==> src/logic/crtc_pkg.sv <==
package crtc_pkg;
	localparam int ADDR_W = 14;
	localparam int DATA_W = 8;
	localparam int REG_IDX_W = 5;

	// character clock: one tick every four system clocks
	localparam logic [1:0] CHAR_DIV_LAST = 2'h3;

	// fixed raster: 100 characters per line, 80 shown, 10 scan lines per row, 30 rows, 24 shown
	localparam logic [7:0] H_LAST = 8'h63;
	localparam logic [7:0] H_DISP = 8'h50;
	localparam logic [7:0] H_HALF = 8'h32;
	localparam logic [7:0] H_SYNC_POS = 8'h54;
	localparam logic [7:0] H_SYNC_END = 8'h5C;
	localparam logic [4:0] RA_LAST = 5'h09;
	localparam logic [6:0] V_LAST = 7'h1D;
	localparam logic [6:0] V_DISP = 7'h18;
	localparam logic [6:0] V_SYNC_ROW = 7'h1B;
	localparam logic [4:0] V_SYNC_LINES = 5'h04;
	localparam logic [13:0] ROW_STRIDE = 14'h0050;

	// device register indices
	localparam logic [4:0] REG_MODE = 5'h08;
	localparam logic [4:0] REG_CUR_H = 5'h0E;
	localparam logic [4:0] REG_CUR_L = 5'h0F;
	localparam logic [4:0] REG_UPD_H = 5'h12;
	localparam logic [4:0] REG_UPD_L = 5'h13;
	localparam logic [4:0] REG_DUMMY = 5'h1F;

	// mode_control_register fields
	localparam int MODE_IL_SYNC = 0;
	localparam int MODE_IL_VIDEO = 1;
	localparam int MODE_TRANSP = 3;
	localparam int MODE_DE_SKEW = 4;
	localparam int MODE_CUR_SKEW = 5;
	localparam int MODE_BLANK_UPD = 7;
	localparam logic [7:0] MODE_RESET = 8'h00;
	localparam int STATUS_VBLANK = 5;

	// host Avalon byte offsets
	localparam logic [4:0] AV_CTRL = 5'h00;
	localparam logic [4:0] AV_VADDR = 5'h04;
	localparam logic [4:0] AV_VDATA = 5'h08;
	localparam logic [4:0] AV_STATUS = 5'h0C;
	localparam logic [4:0] AV_CRTC = 5'h10;
	localparam int CTRL_TRANSP = 2;
	localparam int CTRL_BLANK_UPD = 3;
	localparam logic [3:0] CTRL_RESET = 4'h0;

	// bus enable: four clocks low, four high
	localparam logic [1:0] E_HALF_LAST = 2'h3;
	localparam logic [1:0] E_WRITE_SLOT = 2'h1;

	typedef enum logic [1:0] {
		SCHEME_PRIORITY,
		SCHEME_INTERLEAVE,
		SCHEME_VBLANK,
		SCHEME_SPARE
	} scheme_t;
endpackage

==> src/logic/crtc_link_if.sv <==
`timescale 1ns/1ns
interface crtc_link_if;
	logic bus_enable;
	logic reg_wr;
	logic reg_rd;
	logic sel_status;
	logic [4:0] reg_addr;
	logic [7:0] reg_wdata;
	logic [7:0] reg_rdata;
	logic reg_rvalid;
	logic [13:0] display_memory_address;
	logic update_strobe;

	modport crtc (
		input bus_enable,
		input reg_wr,
		input reg_rd,
		input sel_status,
		input reg_addr,
		input reg_wdata,
		output reg_rdata,
		output reg_rvalid,
		output display_memory_address,
		output update_strobe
	);

	modport host (
		output bus_enable,
		output reg_wr,
		output reg_rd,
		output sel_status,
		output reg_addr,
		output reg_wdata,
		input reg_rdata,
		input reg_rvalid,
		input display_memory_address,
		input update_strobe
	);
endinterface

==> src/logic/crtc_access.sv <==
// Functional notes
// priority mux: refresh address unless processor writes
// interleave: refresh low phase, processor high
// status bit 5 reads one in vblank
// processor writes only while bit 5 set
// transparent: controller drives every memory address
// transparent interleave: update address in phase 2
// processor loads update address before access
// blank update: address only during blanking
// update strobe marks update address presentation
// external latch holds write data meanwhile
// non-interlaced: every line each field
// interlaced: fields alternate, odd lines offset
// interlace sync: vsync half line late
// sync and video: even/odd lines per field
// mode bits 4/5 skew enable and cursor
// update address as wide as refresh
`timescale 1ns/1ns
module crtc_access (
	input wire logic clk_sys,
	input wire logic rstn,
	crtc_link_if.crtc link,
	output logic hsync,
	output logic vsync,
	output logic display_enable,
	output logic cursor,
	output logic field_odd
);
	typedef struct packed {
		logic [1:0] div;
		logic [7:0] hcnt;
		logic [4:0] ra;
		logic [6:0] row;
		logic field;
		logic [4:0] vs_cnt;
		logic [13:0] line_base;
		logic [7:0] mode;
		logic [13:0] upd;
		logic [13:0] cur;
		logic pend;
		logic strobe;
		logic de_d;
		logic cur_d;
		logic de_out;
		logic cur_out;
		logic hsync;
		logic vsync;
		logic [13:0] addr_out;
		logic [7:0] rdata;
		logic rvalid;
	} state_t;

	state_t s;
	state_t next_s;
	logic tick;
	logic hblank;
	logic vblank;
	logic disp;
	logic cur_hit;
	logic interl;
	logic video;
	logic transp;
	logic blank_upd;
	logic next_field;
	logic [5:0] ra_next;
	logic [4:0] ra_start;
	logic [13:0] refresh;
	logic [7:0] vs_pos;

	always_comb begin
		next_s = s;
		next_s.rvalid = 1'b0;
		tick = s.div == crtc_pkg::CHAR_DIV_LAST;
		hblank = s.hcnt >= crtc_pkg::H_DISP;
		vblank = s.row >= crtc_pkg::V_DISP;
		disp = !hblank && !vblank;
		refresh = s.line_base + {6'h00, s.hcnt};
		cur_hit = disp && (refresh == s.cur);
		interl = s.mode[crtc_pkg::MODE_IL_SYNC];
		video = s.mode[crtc_pkg::MODE_IL_SYNC] && s.mode[crtc_pkg::MODE_IL_VIDEO];
		transp = s.mode[crtc_pkg::MODE_TRANSP];
		blank_upd = s.mode[crtc_pkg::MODE_BLANK_UPD];
		// field alternates only when interlaced
		next_field = interl ? !s.field : 1'b0;
		// video mode steps two lines per scan
		ra_next = {1'b0, s.ra} + (video ? 6'h02 : 6'h01);
		ra_start = (video && next_field) ? 5'h01 : 5'h00;
		// odd field moves vsync edges half a line
		vs_pos = (interl && s.field) ? crtc_pkg::H_HALF : 8'h00;

		next_s.div = tick ? 2'h0 : s.div + 2'h1;

		if (tick) begin
			next_s.hsync = (s.hcnt >= crtc_pkg::H_SYNC_POS) && (s.hcnt < crtc_pkg::H_SYNC_END);
			if (s.hcnt == vs_pos) begin
				next_s.vsync = s.vs_cnt != 5'h00;
			end
			next_s.de_d = disp;
			next_s.cur_d = cur_hit;
			// one character of skew when the bit is set
			next_s.de_out = s.mode[crtc_pkg::MODE_DE_SKEW] ? s.de_d : disp;
			next_s.cur_out = s.mode[crtc_pkg::MODE_CUR_SKEW] ? s.cur_d : cur_hit;

			if (s.hcnt == crtc_pkg::H_LAST) begin
				next_s.hcnt = 8'h00;
				if (s.vs_cnt != 5'h00) begin
					next_s.vs_cnt = s.vs_cnt - 5'h01;
				end
				// each scan line once per field; interlace video scans alternate lines
				if (ra_next > {1'b0, crtc_pkg::RA_LAST}) begin
					next_s.line_base = s.line_base + crtc_pkg::ROW_STRIDE;
					next_s.ra = video ? {4'h0, s.field} : 5'h00;
					if (s.row == crtc_pkg::V_LAST) begin
						next_s.row = 7'h00;
						next_s.line_base = 14'h0000;
						next_s.field = next_field;
						next_s.ra = ra_start;
					end else begin
						next_s.row = s.row + 7'h01;
						if (s.row + 7'h01 == crtc_pkg::V_SYNC_ROW) begin
							next_s.vs_cnt = crtc_pkg::V_SYNC_LINES;
						end
					end
				end else begin
					next_s.ra = ra_next[4:0];
				end
			end else begin
				next_s.hcnt = s.hcnt + 8'h01;
			end
		end

		// in transparent mode all memory addresses come from here
		// pend cleared outside blank mode: a stale load would fire a late strobe after a mode switch
		if (!transp) begin
			next_s.addr_out = refresh;
			next_s.strobe = 1'b0;
			next_s.pend = 1'b0;
		end else if (!blank_upd) begin
			// phase 2 carries the update address
			next_s.addr_out = link.bus_enable ? s.upd : refresh;
			next_s.strobe = 1'b0;
			next_s.pend = 1'b0;
		end else if (tick) begin
			// update address only inside blanking
			if (s.pend && (hblank || vblank)) begin
				next_s.addr_out = s.upd;
				// strobe for the whole character slot
				next_s.strobe = 1'b1;
				next_s.pend = 1'b0;
			end else begin
				next_s.addr_out = refresh;
				next_s.strobe = 1'b0;
			end
		end

		// writes land after the strobe logic so a new load wins over the clear
		if (link.reg_wr) begin
			if (link.reg_addr == crtc_pkg::REG_MODE) begin
				next_s.mode = link.reg_wdata;
			end else if (link.reg_addr == crtc_pkg::REG_CUR_H) begin
				next_s.cur[13:8] = link.reg_wdata[5:0];
			end else if (link.reg_addr == crtc_pkg::REG_CUR_L) begin
				next_s.cur[7:0] = link.reg_wdata;
			end else if (link.reg_addr == crtc_pkg::REG_UPD_H) begin
				// full fourteen bit update address
				next_s.upd[13:8] = link.reg_wdata[5:0];
			end else if (link.reg_addr == crtc_pkg::REG_UPD_L) begin
				next_s.upd[7:0] = link.reg_wdata;
				next_s.pend = 1'b1;
			end else if (link.reg_addr == crtc_pkg::REG_DUMMY) begin
				// re-arm the same address without reloading it
				next_s.pend = 1'b1;
			end
		end

		if (link.reg_rd) begin
			next_s.rvalid = 1'b1;
			if (link.sel_status) begin
				next_s.rdata = 8'h00;
				// vertical blanking flag
				next_s.rdata[crtc_pkg::STATUS_VBLANK] = vblank;
			end else if (link.reg_addr == crtc_pkg::REG_CUR_H) begin
				next_s.rdata = {2'b00, s.cur[13:8]};
			end else if (link.reg_addr == crtc_pkg::REG_CUR_L) begin
				next_s.rdata = s.cur[7:0];
			end else begin
				// write-only and unused indices read as zero
				next_s.rdata = 8'h00;
			end
		end
	end

	always_ff @(posedge clk_sys or negedge rstn) begin
		if (!rstn) begin
			s <= '0;
		end else begin
			s <= next_s;
		end
	end

	assign link.reg_rdata = s.rdata;
	assign link.reg_rvalid = s.rvalid;
	assign link.display_memory_address = s.addr_out;
	assign link.update_strobe = s.strobe;
	assign hsync = s.hsync;
	assign vsync = s.vsync;
	assign display_enable = s.de_out;
	assign cursor = s.cur_out;
	assign field_odd = s.field;
endmodule

==> src/flat_wrapper.sv <==
// flat-port wrapper written by rule: the top's interface ports become plain ports
module crtc_access_flat 
  (clk_sys, rstn, hsync, vsync, display_enable, cursor, field_odd, link_bus_enable, link_reg_wr, link_reg_rd, link_sel_status, link_reg_addr, link_reg_wdata, link_reg_rdata, link_reg_rvalid, link_display_memory_address, link_update_strobe);
  crtc_link_if link_i ();
  input wire logic clk_sys;
  input wire logic rstn;
  output logic hsync;
  output logic vsync;
  output logic display_enable;
  output logic cursor;
  output logic field_odd;
  input wire logic [$bits(link_i.bus_enable)-1:0] link_bus_enable;
  input wire logic [$bits(link_i.reg_wr)-1:0] link_reg_wr;
  input wire logic [$bits(link_i.reg_rd)-1:0] link_reg_rd;
  input wire logic [$bits(link_i.sel_status)-1:0] link_sel_status;
  input wire logic [$bits(link_i.reg_addr)-1:0] link_reg_addr;
  input wire logic [$bits(link_i.reg_wdata)-1:0] link_reg_wdata;
  output wire logic [$bits(link_i.reg_rdata)-1:0] link_reg_rdata;
  output wire logic [$bits(link_i.reg_rvalid)-1:0] link_reg_rvalid;
  output wire logic [$bits(link_i.display_memory_address)-1:0] link_display_memory_address;
  output wire logic [$bits(link_i.update_strobe)-1:0] link_update_strobe;
  assign link_i.bus_enable = link_bus_enable;
  assign link_i.reg_wr = link_reg_wr;
  assign link_i.reg_rd = link_reg_rd;
  assign link_i.sel_status = link_sel_status;
  assign link_i.reg_addr = link_reg_addr;
  assign link_i.reg_wdata = link_reg_wdata;
  assign link_reg_rdata = link_i.reg_rdata;
  assign link_reg_rvalid = link_i.reg_rvalid;
  assign link_display_memory_address = link_i.display_memory_address;
  assign link_update_strobe = link_i.update_strobe;
  crtc_access u_core (.clk_sys(clk_sys), .rstn(rstn), .link(link_i), .hsync(hsync), .vsync(vsync), .display_enable(display_enable), .cursor(cursor), .field_odd(field_odd));
endmodule
==> config.mk <==
export PLATFORM = sky130hd
export DESIGN_NAME = crtc_access_flat
export DESIGN_NICKNAME = d
export VERILOG_FILES = /design/src/logic/crtc_pkg.sv /design/src/logic/crtc_link_if.sv /design/src/logic/crtc_access.sv /design/src/flat_wrapper.sv
export SDC_FILE = /design/constraint.sdc
export NUM_CORES = 1
export LEC_CHECK = 0
export ABC_CLOCK_PERIOD_IN_PS = 2800
export BUFFER_PORTS_ARGS = -buffer_cell sky130_fd_sc_hd__buf_2
export CORE_MARGIN = 2
export CORE_UTILIZATION = 56
export CTS_BUF_LIST = sky130_fd_sc_hd__clkbuf_8
export DETAILED_ROUTE_END_ITERATION = 12
export GPL_TIMING_DRIVEN = 0
export PLACE_DENSITY = 0.78
export SLEW_MARGIN = 20
export SYNTH_ARGS = -nofsm -noshare
export SYNTH_HDL_FRONTEND = slang
export SYNTH_SLANG_ARGS = --single-unit
==> constraint.sdc <==
create_clock -name clk_sys -period 2.8 [get_ports clk_sys]
set_input_delay 0.42 -clock clk_sys [delete_from_list [all_inputs] [get_ports clk_sys]]
set_output_delay 0.42 -clock clk_sys [all_outputs]
set_load 0.02 [all_outputs]
**After elaboration in Yosys (flattened, before gate mapping)**

Cells that the tools add are included.
Widths: inputs -> output; s select.

- Bitwise gates (word level): 4
- Mux-type cells: 38
- $add $sub $neg: 7
- Shift operators: 0
- Multiply operators: 0
- Reductions and logical operators: 21
- Magnitude comparators: 5
- Div/mod/pow operators: 0
- Equality and inequality tests: 13

Operators with widths:

| operator | number |
|---|---|
| $mux 14 | 6 |
| $mux 8 | 4 |
| $mux 5 | 5 |
| $mux 19 | 1 |
| $ge 8x7->1 const B | 2 |
| $eq 5x4->1 const B | 3 |
| $eq 5x5->1 const B | 3 |
| $mux 1 | 15 |
| $add 14x7->14 const B | 1 |
| $add 14x8->14 | 1 |
| $eq 14x14->1 | 1 |
| $eq 7x5->1 const B | 2 |
| $mux 2 | 5 |
| $add 8x1->8 const B | 1 |
| $eq 8x7->1 const B | 1 |
| $eq 8x8->1 | 1 |
| $lt 8x7->1 const B | 1 |
| $reduce_and 4->1 | 2 |
| $add 7x1->7 const B | 1 |
| $ge 7x5->1 const B | 1 |
| $logic_and 1x1->1 | 7 |
| $mux 7 | 1 |
| $add 5x6->6 | 1 |
| $gt 6x4->1 const B | 1 |
| other kinds (13) | 21 |

- Bits of input ports: 19
- Memories kept: 0
- Word-level logic and storage cells: 111
- Register bits after elaboration: 109
- Bits in writable memories: 0
- Latch bits: 0
- Memory bits (read-only): 0

**Depth between registers and ports, before layout**

Gate-level depths: netlist of run 1.

- Depth after elaboration: 14
- Gate-level depth with buffers: 12
- Depth with buffers taken out: 11

**Least setup slack after synthesis of run 1**

Ideal clock, no wire load.

- Kind: register to register
- From: reg u_core.s (netlist bit u_core.interl)
- To: reg u_core.s (netlist bit u_core.field_odd)
- Buffers on the path: 0
- Period minus slack after synthesis: 2.781 ns
- Arrival time: 2.656 ns
- Setup slack: 0.019 ns
- Library setup time: 0.125 ns
- Cell stages (with the launch flop): 12
- Path through: dfrtp_1 -> nand2_1 -> ha_1 -> inv_1 -> fa_1 -> nand2b_1 -> a21oi_1 -> o21ba_2 -> nor2_1 -> nand2_1 -> nor2_1 -> mux2_2

- Word-level cells in the longest chain between the ends: 5
- Elaborated cells between the ends (all ways): 6
- Those cells by class: add/sub (1); order compare (1); mux (2); reduce/logical (2)

Ends and longest elaborated chain:

| what | RTL line | source |
|---|---|---|
| from (decl) | crtc_access.sv:53 | `state_t s;` |
| from (signal assigned) | crtc_access.sv:197 | `s <= next_s;` |
| $logic_and 1x1->1 | crtc_access.sv:80 | `video = s.mode[crtc_pkg::MODE_IL_SYNC] && s.mode[crtc_pkg::MODE_IL_VIDEO];` |
| $mux 2 | crtc_access.sv:86 | `ra_next = {1'b0, s.ra} + (video ? 6'h02 : 6'h01);` |
| $add 5x6->6 | crtc_access.sv:86 |  |
| $gt 6x4->1 | crtc_access.sv:110 | `if (ra_next > {1'b0, crtc_pkg::RA_LAST}) begin` |
| $reduce_and 4->1 (no line) | -- |  |

Parallel ways exist; a longest one is shown, timed or not.
A chain may end at the register's enable or synchronous reset.

**Final worst setup path of run 1**

- From: reg u_core.s[100] (netlist name)
- To: reg u_core.s (netlist bit u_core.cursor)

- Word-level cells in the longest chain between the ends: 5
- Elaborated cells between the ends (all ways): 7
- Those cells by class: add/sub (1); order compare (1); eq/ne (1); mux (1); reduce/logical (3)

Ends and longest elaborated chain:

| what | RTL line | source |
|---|---|---|
| branches (longest 3 deep; another with $add 14x8->14) | -- |  |
| $logic_and 1x1->1 (*) | crtc_access.sv:78 | `cur_hit = disp && (refresh == s.cur);` |
| $mux 1 (*) | crtc_access.sv:102 | `next_s.cur_out = s.mode[crtc_pkg::MODE_CUR_SKEW] ? s.cur_d : cur_hit;` |

Every way passes the cells marked *.

==> results of run 1 <==
flip-flops by register name, indices dropped and copies added (netlist names):
register	count
u_core.display_enable	1
u_core.interl	1
u_core.vsync	1
u_core.link.update_strobe	1
u_core.link.reg_rvalid	1
u_core.link.reg_rdata	8
u_core.link.display_memory_address	14
u_core.hsync	1
u_core.cursor	1
u_core.blank_upd	1
u_core.field_odd	1
u_core.s	76
final cells by class:
class                      count  area [µm²]  area share
buffer                        45         314      0.0462
clock buffer                   9         124      0.0182
clock inverter                 6        42.5     0.00626
inverter                      28         105      0.0155
multi-input combinational    420        3020       0.445
sequential                   107        2680       0.394
tap                          136         170      0.0250
timing repair buffer          56         334      0.0492
logic make-up (layout without fill, tap and decap cells):
| group | count (synthesis) | after routing | synth area share |
|---|---|---|---|
| simple gates | 184 | 184 | 0.155 |
| buf+inv | 74 | 144 | 0.0693 |
| mux | 50 | 50 | 0.0904 |
| flops | 107 | 107 | 0.447 |
| fa+ha+maj | 21 | 21 | 0.0463 |
| compound gates | 127 | 127 | 0.129 |
| xor+xnor | 38 | 38 | 0.0630 |
repair_timing:
action                                 in CTS  in global routing
hold buffers                                1                  0
endpoints found under the hold margin      39                  0
setup endpoints to repair                  29                 28
buffers inserted                            3                  5
resized for setup                          18                 19
pin swaps                                   2                 10
metal layers:
metal  part of all wire  track usage  vias up  wire length [µm]
met4              0.021       0.0778        0               302
li1                   -            -     2208                 -
met3              0.037       0.0333       18               517
met2               0.49        0.420      122              6940
met5                  0            0        -                 0
met1               0.45        0.359     2259              6370
cells in the final DEF, fill, tap and decap left out, types with 20 or more instances in the layout:
cell type  count
buf_2         48
o21ai_0       41
xnor2_1       22
a21oi_1       31
inv_1         28
nand3_1       20
nand2_1       45
buf_4         32
nor2_1        45
dfrtp_1      105
mux2_2        33
final timing paths:
| kind | from | to | cells after the start |
|---|---|---|---|
| setup / recovery | u_core.s[100]$_DFFE_PN0P_ | u_core.cursor$_DFFE_PN0P_ | 8 |
| hold / removal | link_reg_rd | u_core.link.reg_rvalid$_DFF_PN0_ | 1 |
| setup reg to reg | u_core.s[100]$_DFFE_PN0P_ | u_core.cursor$_DFFE_PN0P_ | 8 |
| hold reg to reg | u_core.s[107]$_DFF_PN0_ | u_core.s[107]$_DFF_PN0_ | 1 |
| max in group asynchronous | rstn | u_core.s[100]$_DFFE_PN0P_ | 3 |
| min in group asynchronous | rstn | u_core.link.display_memory_address[0]$_DFFE_PN0P_ | 2 |
critical path, cell delays in order (launching register included):
cell      delay [ps]
dfrtp_2          460
ha_1             320
a211oi_2         280
nor2_1           140
xor2_1           220
a2111o_1         490
nor4_2           260
nand4_1          240
o31ai_2          260
power breakdown:
group | internal (mW) | total [mW] | switching, mW
sequential | 1.67 | 1.79 | 0.114
combinational | 0.244 | 0.480 | 0.236
clock | 0.323 | 0.856 | 0.533
total | 2.24 | 3.12 | 0.883
==> flow_summary.toml, run 1 <==
[outcome]
status = "finished, final reports clean"

[detailed_routing]
finalWirelength_mm = 14.1
viasPerCell = 5.71
drt_iter0_drc = 316
antenna_left = 0
vias = 4607
drc = 0
avgRoutedWirePerCell_um = 17.5
firstDrtPassIters = 8

[yosys]
syn_area_mm2 = 0.00600
synth-seq-area-share = 0.447
async_reset_ff_frac = 1.00
synth_ff_type = "dfrtp_1"
synth_edf_count = 0
yosysMostFrequentCell = "dfrtp_1"
synth.avg_cell_area_um2 = 9.98
syn-num-nets = 641
synth_area_leaders = "dfrtp_1, mux2_2, ha_1, o21ai_0, xnor2_1"
synth_top_area_share = 0.447
synth_commonest_cells = "dfrtp_1, nand2_1, nor2_1"
synth_cell_types = 66
synthCells = 601
yosysTopAreaCell = "dfrtp_1"
ys_seq_elements = 107
ys_warn_count = 0

[finish]
antenna_cells = 0
fin_area_mm2 = 0.00679
area_delta_synth_final_pct = 13.3
finalNonFillerCells = 807
fillers = 846
drive_gt1_frac = 0.256
finalNetCount = 707
fin_util = 0.655

[timing]
final.period_utilization = 0.978
setup_viol = 0
max-slew-margin-rel = 0.470
setup_tns_ps = 0
timing.hold.ws_ps = 158
min_period_ps = 2740
tightest_slew_ps = 792
final_max_slew_viol_count = 0
clock_skew_ps = 11.8
clock.fmax_mhz = 365
setup_slack_ps = 62.6
rsz0062_at_grt = "true"
final-hold-violation-count = 0

[clock_network]
clockBufferDepth = 2
htreeDepth = 3
cts_buffers = 9
cts_root_buf = "clkbuf_8"
clock_sinks = 107
cts_tree = "built"
path_clk_slew_ps = 110
clock_latency_ps = 370

[worst_setup_path]
start_kind = "flop"
criticalPathCategory = "reg2reg"
required_ps = 3090
worstSetupEndpointType = "flop"
ff2ff_setup_slack_ps = 60
cp.arrival_ps = 3030
critPathMaxFanout = 6

[placement]
place_congestion = 0.923
dpl.hpwl_mm = 10.7
port_buffers = 46
place_area_mm2 = 0.00643
placed_cells = 784
dpl_worst_slack_ps = -716

[power_and_ir_drop]
vdd.ir_drop.worst_uv = 298
p_leak_nw = 3.13
p_per_area_mw_per_mm2 = 460
total_power_mw = 3.12

[hold_path]
hp-class = "in2reg"

[global_route]
track_usage = 0.257
overflow = 0
grt_antenna_before_repair = 0
grt_pass1_wl_mm = 22.9
grt_pass1_vias = 4504
grt_max_degree = 69

[floorplanning]
rows = 37
pin_count = 48
die_y_um = 107
core_mm2 = 0.0104
start_util = 0.578
die_w_um = 107
die-area_mm2 = 0.0116

[job]
maxCapViolations = 0
No activity file was read; power rests on OpenSTA's default activity.
==> inputs of run 2 (changes only) <==
--- a/config.mk
+++ b/config.mk
@@ -5,14 +5,14 @@
 export SDC_FILE = /design/constraint.sdc
 export NUM_CORES = 1
 export LEC_CHECK = 0
-export ABC_CLOCK_PERIOD_IN_PS = 2800
+export ABC_CLOCK_PERIOD_IN_PS = 2790
 export BUFFER_PORTS_ARGS = -buffer_cell sky130_fd_sc_hd__buf_2
 export CORE_MARGIN = 2
-export CORE_UTILIZATION = 56
+export CORE_UTILIZATION = 50
 export CTS_BUF_LIST = sky130_fd_sc_hd__clkbuf_8
 export DETAILED_ROUTE_END_ITERATION = 12
 export GPL_TIMING_DRIVEN = 0
-export PLACE_DENSITY = 0.78
+export PLACE_DENSITY = 0.68
 export SLEW_MARGIN = 20
 export SYNTH_ARGS = -nofsm -noshare
 export SYNTH_HDL_FRONTEND = slang
==> constraint.sdc (replaced) <==
create_clock -name clk_sys -period 2.79 [get_ports clk_sys]
set_input_delay 0.4185 -clock clk_sys [delete_from_list [all_inputs] [get_ports clk_sys]]
set_output_delay 0.4185 -clock clk_sys [all_outputs]
set_load 0.02 [all_outputs]
==> run 2 against run 1 <==
Net effect:
- worst hold slack worse by 12 ps
- final area is 0.33% higher
- sequential power hardly changed
- critical endpoint unchanged
- combinational power is 2% lower
- register-to-register slack hardly changed
- clock-buffer cell count stayed put
- die area is 12% higher
- via count is 0.61% lower
- non-clock buffer count stayed put
- critical path type unchanged
- largest power group unchanged
- final cell count is 0.62% higher
==> flow_summary.toml, run 2 (synthesis gave the netlist of run 1 again) <==
[timing]
clock.fmax_mhz = 367
setup_viol = 0
max-slew-margin-rel = 0.463
min_period_ps = 2720
final_max_slew_viol_count = 0
timing.hold.ws_ps = 146
setup_tns_ps = 0
final-hold-violation-count = 0
clock_skew_ps = 12.8
setup_slack_ps = 67.4
final.period_utilization = 0.976
tightest_slew_ps = 803

[worst_setup_path]
start_kind = "flop"
cp.arrival_ps = 3020
criticalPathCategory = "reg2reg"
critPathMaxFanout = 3
required_ps = 3090
worstSetupEndpointType = "flop"

[placement]
dpl_worst_slack_ps = -679
dpl.hpwl_mm = 10.2
port_buffers = 46
place_area_mm2 = 0.00644
placed_cells = 791
place_congestion = 0.916

[detailed_routing]
antenna_left = 0
vias = 4579
viasPerCell = 5.64
firstDrtPassIters = 4
finalWirelength_mm = 13.8
avgRoutedWirePerCell_um = 17.0
drc = 0
drt_iter0_drc = 273

[finish]
area_delta_synth_final_pct = 13.7
fin_area_mm2 = 0.00682
final_common_cell = "dfrtp_1"
finalNonFillerCells = 812
regArea_mm2 = 0.00268
antenna_cells = 0
multi_input_area_mm2 = 0.00303
final_cell_mix = "dfrtp_1, buf_2, nand2_1, nor2_1, o21ai_0"
fin_util = 0.589
regMostFlops = "u_core.s"
drive_gt1_frac = 0.251
fillers = 1020
finalNetCount = 707
largest_register_ffs = 76

[clock_network]
cts_tree = "built"
cts_root_buf = "clkbuf_8"
clock_sinks = 107
cts_buffers = 9
htreeDepth = 3
clockBufferDepth = 2
clock_latency_ps = 390
path_clk_slew_ps = 100

[floorplanning]
die-area_mm2 = 0.0129
rows = 39
core_mm2 = 0.0116
pin_count = 48
die_w_um = 114
start_util = 0.518
die_y_um = 114

[job]
maxCapViolations = 0

[global_route]
overflow = 0
grt_pass1_wl_mm = 22.4
grt_antenna_before_repair = 0
grt_max_degree = 65
track_usage = 0.223
grt_pass1_vias = 4409

[hold_path]
hp-class = "in2reg"

[power_and_ir_drop]
total_power_mw = 3.18
p_per_area_mw_per_mm2 = 466
vdd.ir_drop.worst_uv = 249
p_leak_nw = 3.14

[outcome]
status = "finished, final reports clean"
## run 2: per-layer routing
metal	GRT usage	vias up	wire length [µm]
li1	-	2211	-
met1	0.300	2274	6410
met2	0.362	69	6690
met3	0.0324	25	363
met4	0.0984	0	374
met5	0	-	0
## run 2: worst max-delay path, stage by stage (launching register included)
cell      delay (ps)
dfrtp_1          370
ha_2             190
inv_1             50
fa_2             360
nand2b_4         170
a21oi_4          190
nor3b_1           80
a2111o_1         410
nor4_2           290
nand4_1          250
o31ai_2          280
## run 2: cell type report
cell class                      count  share of cell area
Clock buffer                        9              0.0182
Inverter                           28              0.0154
Buffer                             45              0.0472
Timing Repair Buffer               56              0.0490
Tap cell                          143              0.0262
Clock inverter                      4             0.00679
Sequential cell                   107               0.393
Multi-Input combinational cell    420               0.444
## run 2: report_power, final
| part | internal (mW) | leakage [nW] | switching (mW) |
|---|---|---|---|
| clock network | 0.396 | 0.0882 | 0.517 |
| logic | 0.239 | 1.64 | 0.231 |
| registers | 1.68 | 1.41 | 0.116 |
## run 2: path summary, 6_finish.rpt
kind / start / endpoint / slack [ps] / cells after the start
setup / recovery: u_core.s[67]$_DFFE_PN0P_ / u_core.cursor$_DFFE_PN0P_ / 70 / 10
hold reg to reg: u_core.s[107]$_DFF_PN0_ / u_core.s[107]$_DFF_PN0_ / 430 / 1
max in group asynchronous: rstn / u_core.s[100]$_DFFE_PN0P_ / 1590 / 3
hold / removal: link_reg_rd / u_core.link.reg_rvalid$_DFF_PN0_ / 150 / 1
setup reg to reg: u_core.s[67]$_DFFE_PN0P_ / u_core.cursor$_DFFE_PN0P_ / 70 / 10
min in group asynchronous: rstn / u_core.link.display_memory_address[4]$_DFFE_PN0P_ / 520 / 2
## run 2: repair_timing
action	in CTS	in global routing
hold buffers	1	0
hold endpoints to repair	43	0
endpoints found under the setup margin	29	28
cloned	0	0
setup buffers	2	6
pin swaps	2	12
gates resized for setup	17	23
==> inputs of run 3 (changes only) <==
--- a/config.mk
+++ b/config.mk
@@ -8,11 +8,11 @@
 export ABC_CLOCK_PERIOD_IN_PS = 2790
 export BUFFER_PORTS_ARGS = -buffer_cell sky130_fd_sc_hd__buf_2
 export CORE_MARGIN = 2
-export CORE_UTILIZATION = 50
+export CORE_UTILIZATION = 62
 export CTS_BUF_LIST = sky130_fd_sc_hd__clkbuf_8
 export DETAILED_ROUTE_END_ITERATION = 12
 export GPL_TIMING_DRIVEN = 0
-export PLACE_DENSITY = 0.68
+export PLACE_DENSITY = 0.82
 export SLEW_MARGIN = 20
 export SYNTH_ARGS = -nofsm -noshare
 export SYNTH_HDL_FRONTEND = slang
==> run 3 against run 2 <==
Net effect:
- register-to-register slack got worse by 50 ps
- via count grew 0.85%
- clock power barely moved
- worst hold slack better by 11 ps
- fmax is 1.7% lower
- combinational power increased by 2%
- largest power group unchanged
- non-clock buffer count shrank 2
- largest cell class unchanged
- final cell count decreased by 1.6%
- sequential power about the same
- critical path type unchanged
- critical path depth unchanged
==> flow_summary.toml, run 3 (synthesis gave the netlist of run 1 again) <==
[placement]
place_congestion = 0.946
port_buffers = 46
dpl_worst_slack_ps = -649
dpl.hpwl_mm = 10.2
place_area_mm2 = 0.00642

[worst_setup_path]
critical-path-max-stage-delay_ps = 410
criticalPathCategory = "reg2reg"
crit_slowest_cell = "a2111o_1"
start_kind = "flop"
worstSetupEndpointType = "flop"
crit_chain = "ha_2 -> inv_2 -> fa_2 -> nand2b_4 -> a21oi_2 -> nor3b_1 -> a2111o_1 -> nor4_2 -> nand4_1 -> o31ai_2"
ff2ff_setup_slack_ps = 20
cp.arrival_ps = 3060
critPathMaxFanout = 3
required_ps = 3080

[global_route]
overflow = 0
grt_pass1_vias = 4550
track_usage = 0.278
grt_max_degree = 63
grt_antenna_before_repair = 0
grt_pass1_wl_mm = 22.4

[clock_network]
cts_tree = "built"
clock_sinks = 107
clockBufferDepth = 2
cts_root_buf = "clkbuf_8"
htreeDepth = 3
clock_latency_ps = 380
path_clk_slew_ps = 110
cts_buffers = 9

[finish]
fin_area_mm2 = 0.00679
final_common_cell = "dfrtp_1"
regMostFlops = "u_core.s"
area_delta_synth_final_pct = 13.2
antenna_cells = 0
largest_register_ffs = 76
drive_gt1_frac = 0.252
final_cell_mix = "dfrtp_1, buf_2, nand2_1, nor2_1, o21ai_0"
finalNetCount = 705

[detailed_routing]
drt_iter0_drc = 262
drc = 0
firstDrtPassIters = 4
viasPerCell = 5.78
avgRoutedWirePerCell_um = 16.9
finalWirelength_mm = 13.5
vias = 4618
antenna_left = 0

[timing]
setup_slack_ps = 19.2
max-slew-margin-rel = 0.534
final.period_utilization = 0.993
rsz0062_at_grt = "true"
setup_tns_ps = 0
clock_skew_ps = 17.8
min_period_ps = 2770
setup_viol = 0
clock.fmax_mhz = 361
final_max_slew_viol_count = 0
timing.hold.ws_ps = 157
final-hold-violation-count = 0
tightest_slew_ps = 696

[floorplanning]
die-area_mm2 = 0.0105
die_w_um = 102
rows = 35
start_util = 0.643
core_mm2 = 0.00933
die_y_um = 102
pin_count = 48

[power_and_ir_drop]
p_per_area_mw_per_mm2 = 469
p_leak_nw = 3.14
vdd.ir_drop.worst_uv = 271

[job]
maxCapViolations = 0

[outcome]
status = "finished, final reports clean"

[hold_path]
hp-class = "in2reg"
[run 3: worst max-delay path: cells and delay by family, from the launching register on]
family                     cells  cell delay, ps
AOI/OAI and AO/OA              3             880
adders and majority gates      2             580
buffers and inverters          1              40
DFF                            1             380
and+or+nand+nor                4             800
[run 3: path summary, 6_finish.rpt]
kind                                                                           to  cells past startpoint                     start
worst max-delay path                                    u_core.cursor$_DFFE_PN0P_                     10  u_core.s[67]$_DFFE_PN0P_
worst min-delay path                             u_core.link.reg_rvalid$_DFF_PN0_                      1               link_reg_rd
worst max register to register                          u_core.cursor$_DFFE_PN0P_                     10  u_core.s[67]$_DFFE_PN0P_
worst min register to register                            u_core.s[107]$_DFF_PN0_                      1   u_core.s[107]$_DFF_PN0_
max in group asynchronous                               u_core.s[100]$_DFFE_PN0P_                      3                      rstn
min in group asynchronous       u_core.link.display_memory_address[8]$_DFFE_PN0P_                      2                      rstn
[run 3: cell type report]
class / instances / area [µm²]
clock buffer: 10 / 138
sequential: 107 / 2680
inverter: 28 / 105
multi-input combinational: 420 / 3020
buffer: 45 / 318
clock inverter: 6 / 50.0
tap: 129 / 161
timing repair buffer: 54 / 319
fill: 668 / 2540
[run 3: repair_timing]
item | 4_1_cts | 5_1_grt
hold endpoints to repair | 45 | 0
pin swaps | 3 | 6
cloned | 0 | 0
endpoints found under the setup margin | 29 | 23
setup buffers | 3 | 3
gates resized for setup | 15 | 22
hold buffers | 1 | 0
[run 3: stage by stage]
| stage | total power [mW] | cells | utilization |
|---|---|---|---|
| 2_1_floorplan | 2.11 | 601 | - |
| 3_3_place_gp | 2.26 | 776 | 0.685 |
| 3_5_place_dp | 2.28 | 777 | 0.688 |
| 4_1_cts | 3.19 | 796 | 0.717 |
| 5_1_grt | 3.32 | 799 | 0.728 |
| 6_report | 3.18 | 799 | 0.728 |
[run 3: where the power goes]
group / leakage [nW] / switching [mW] / internal [mW]
logic: 1.63 / 0.238 / 0.239
registers: 1.41 / 0.113 / 1.68
clock network: 0.0997 / 0.556 / 0.359
total: 3.14 / 0.906 / 2.28
[run 3: routing by layer]
layer	up-vias	track usage	share of wire
li1	2218	-	-
met1	2229	0.363	0.43
met2	140	0.468	0.50
met3	31	0.0451	0.041
met4	0	0.112	0.035
met5	-	0	0
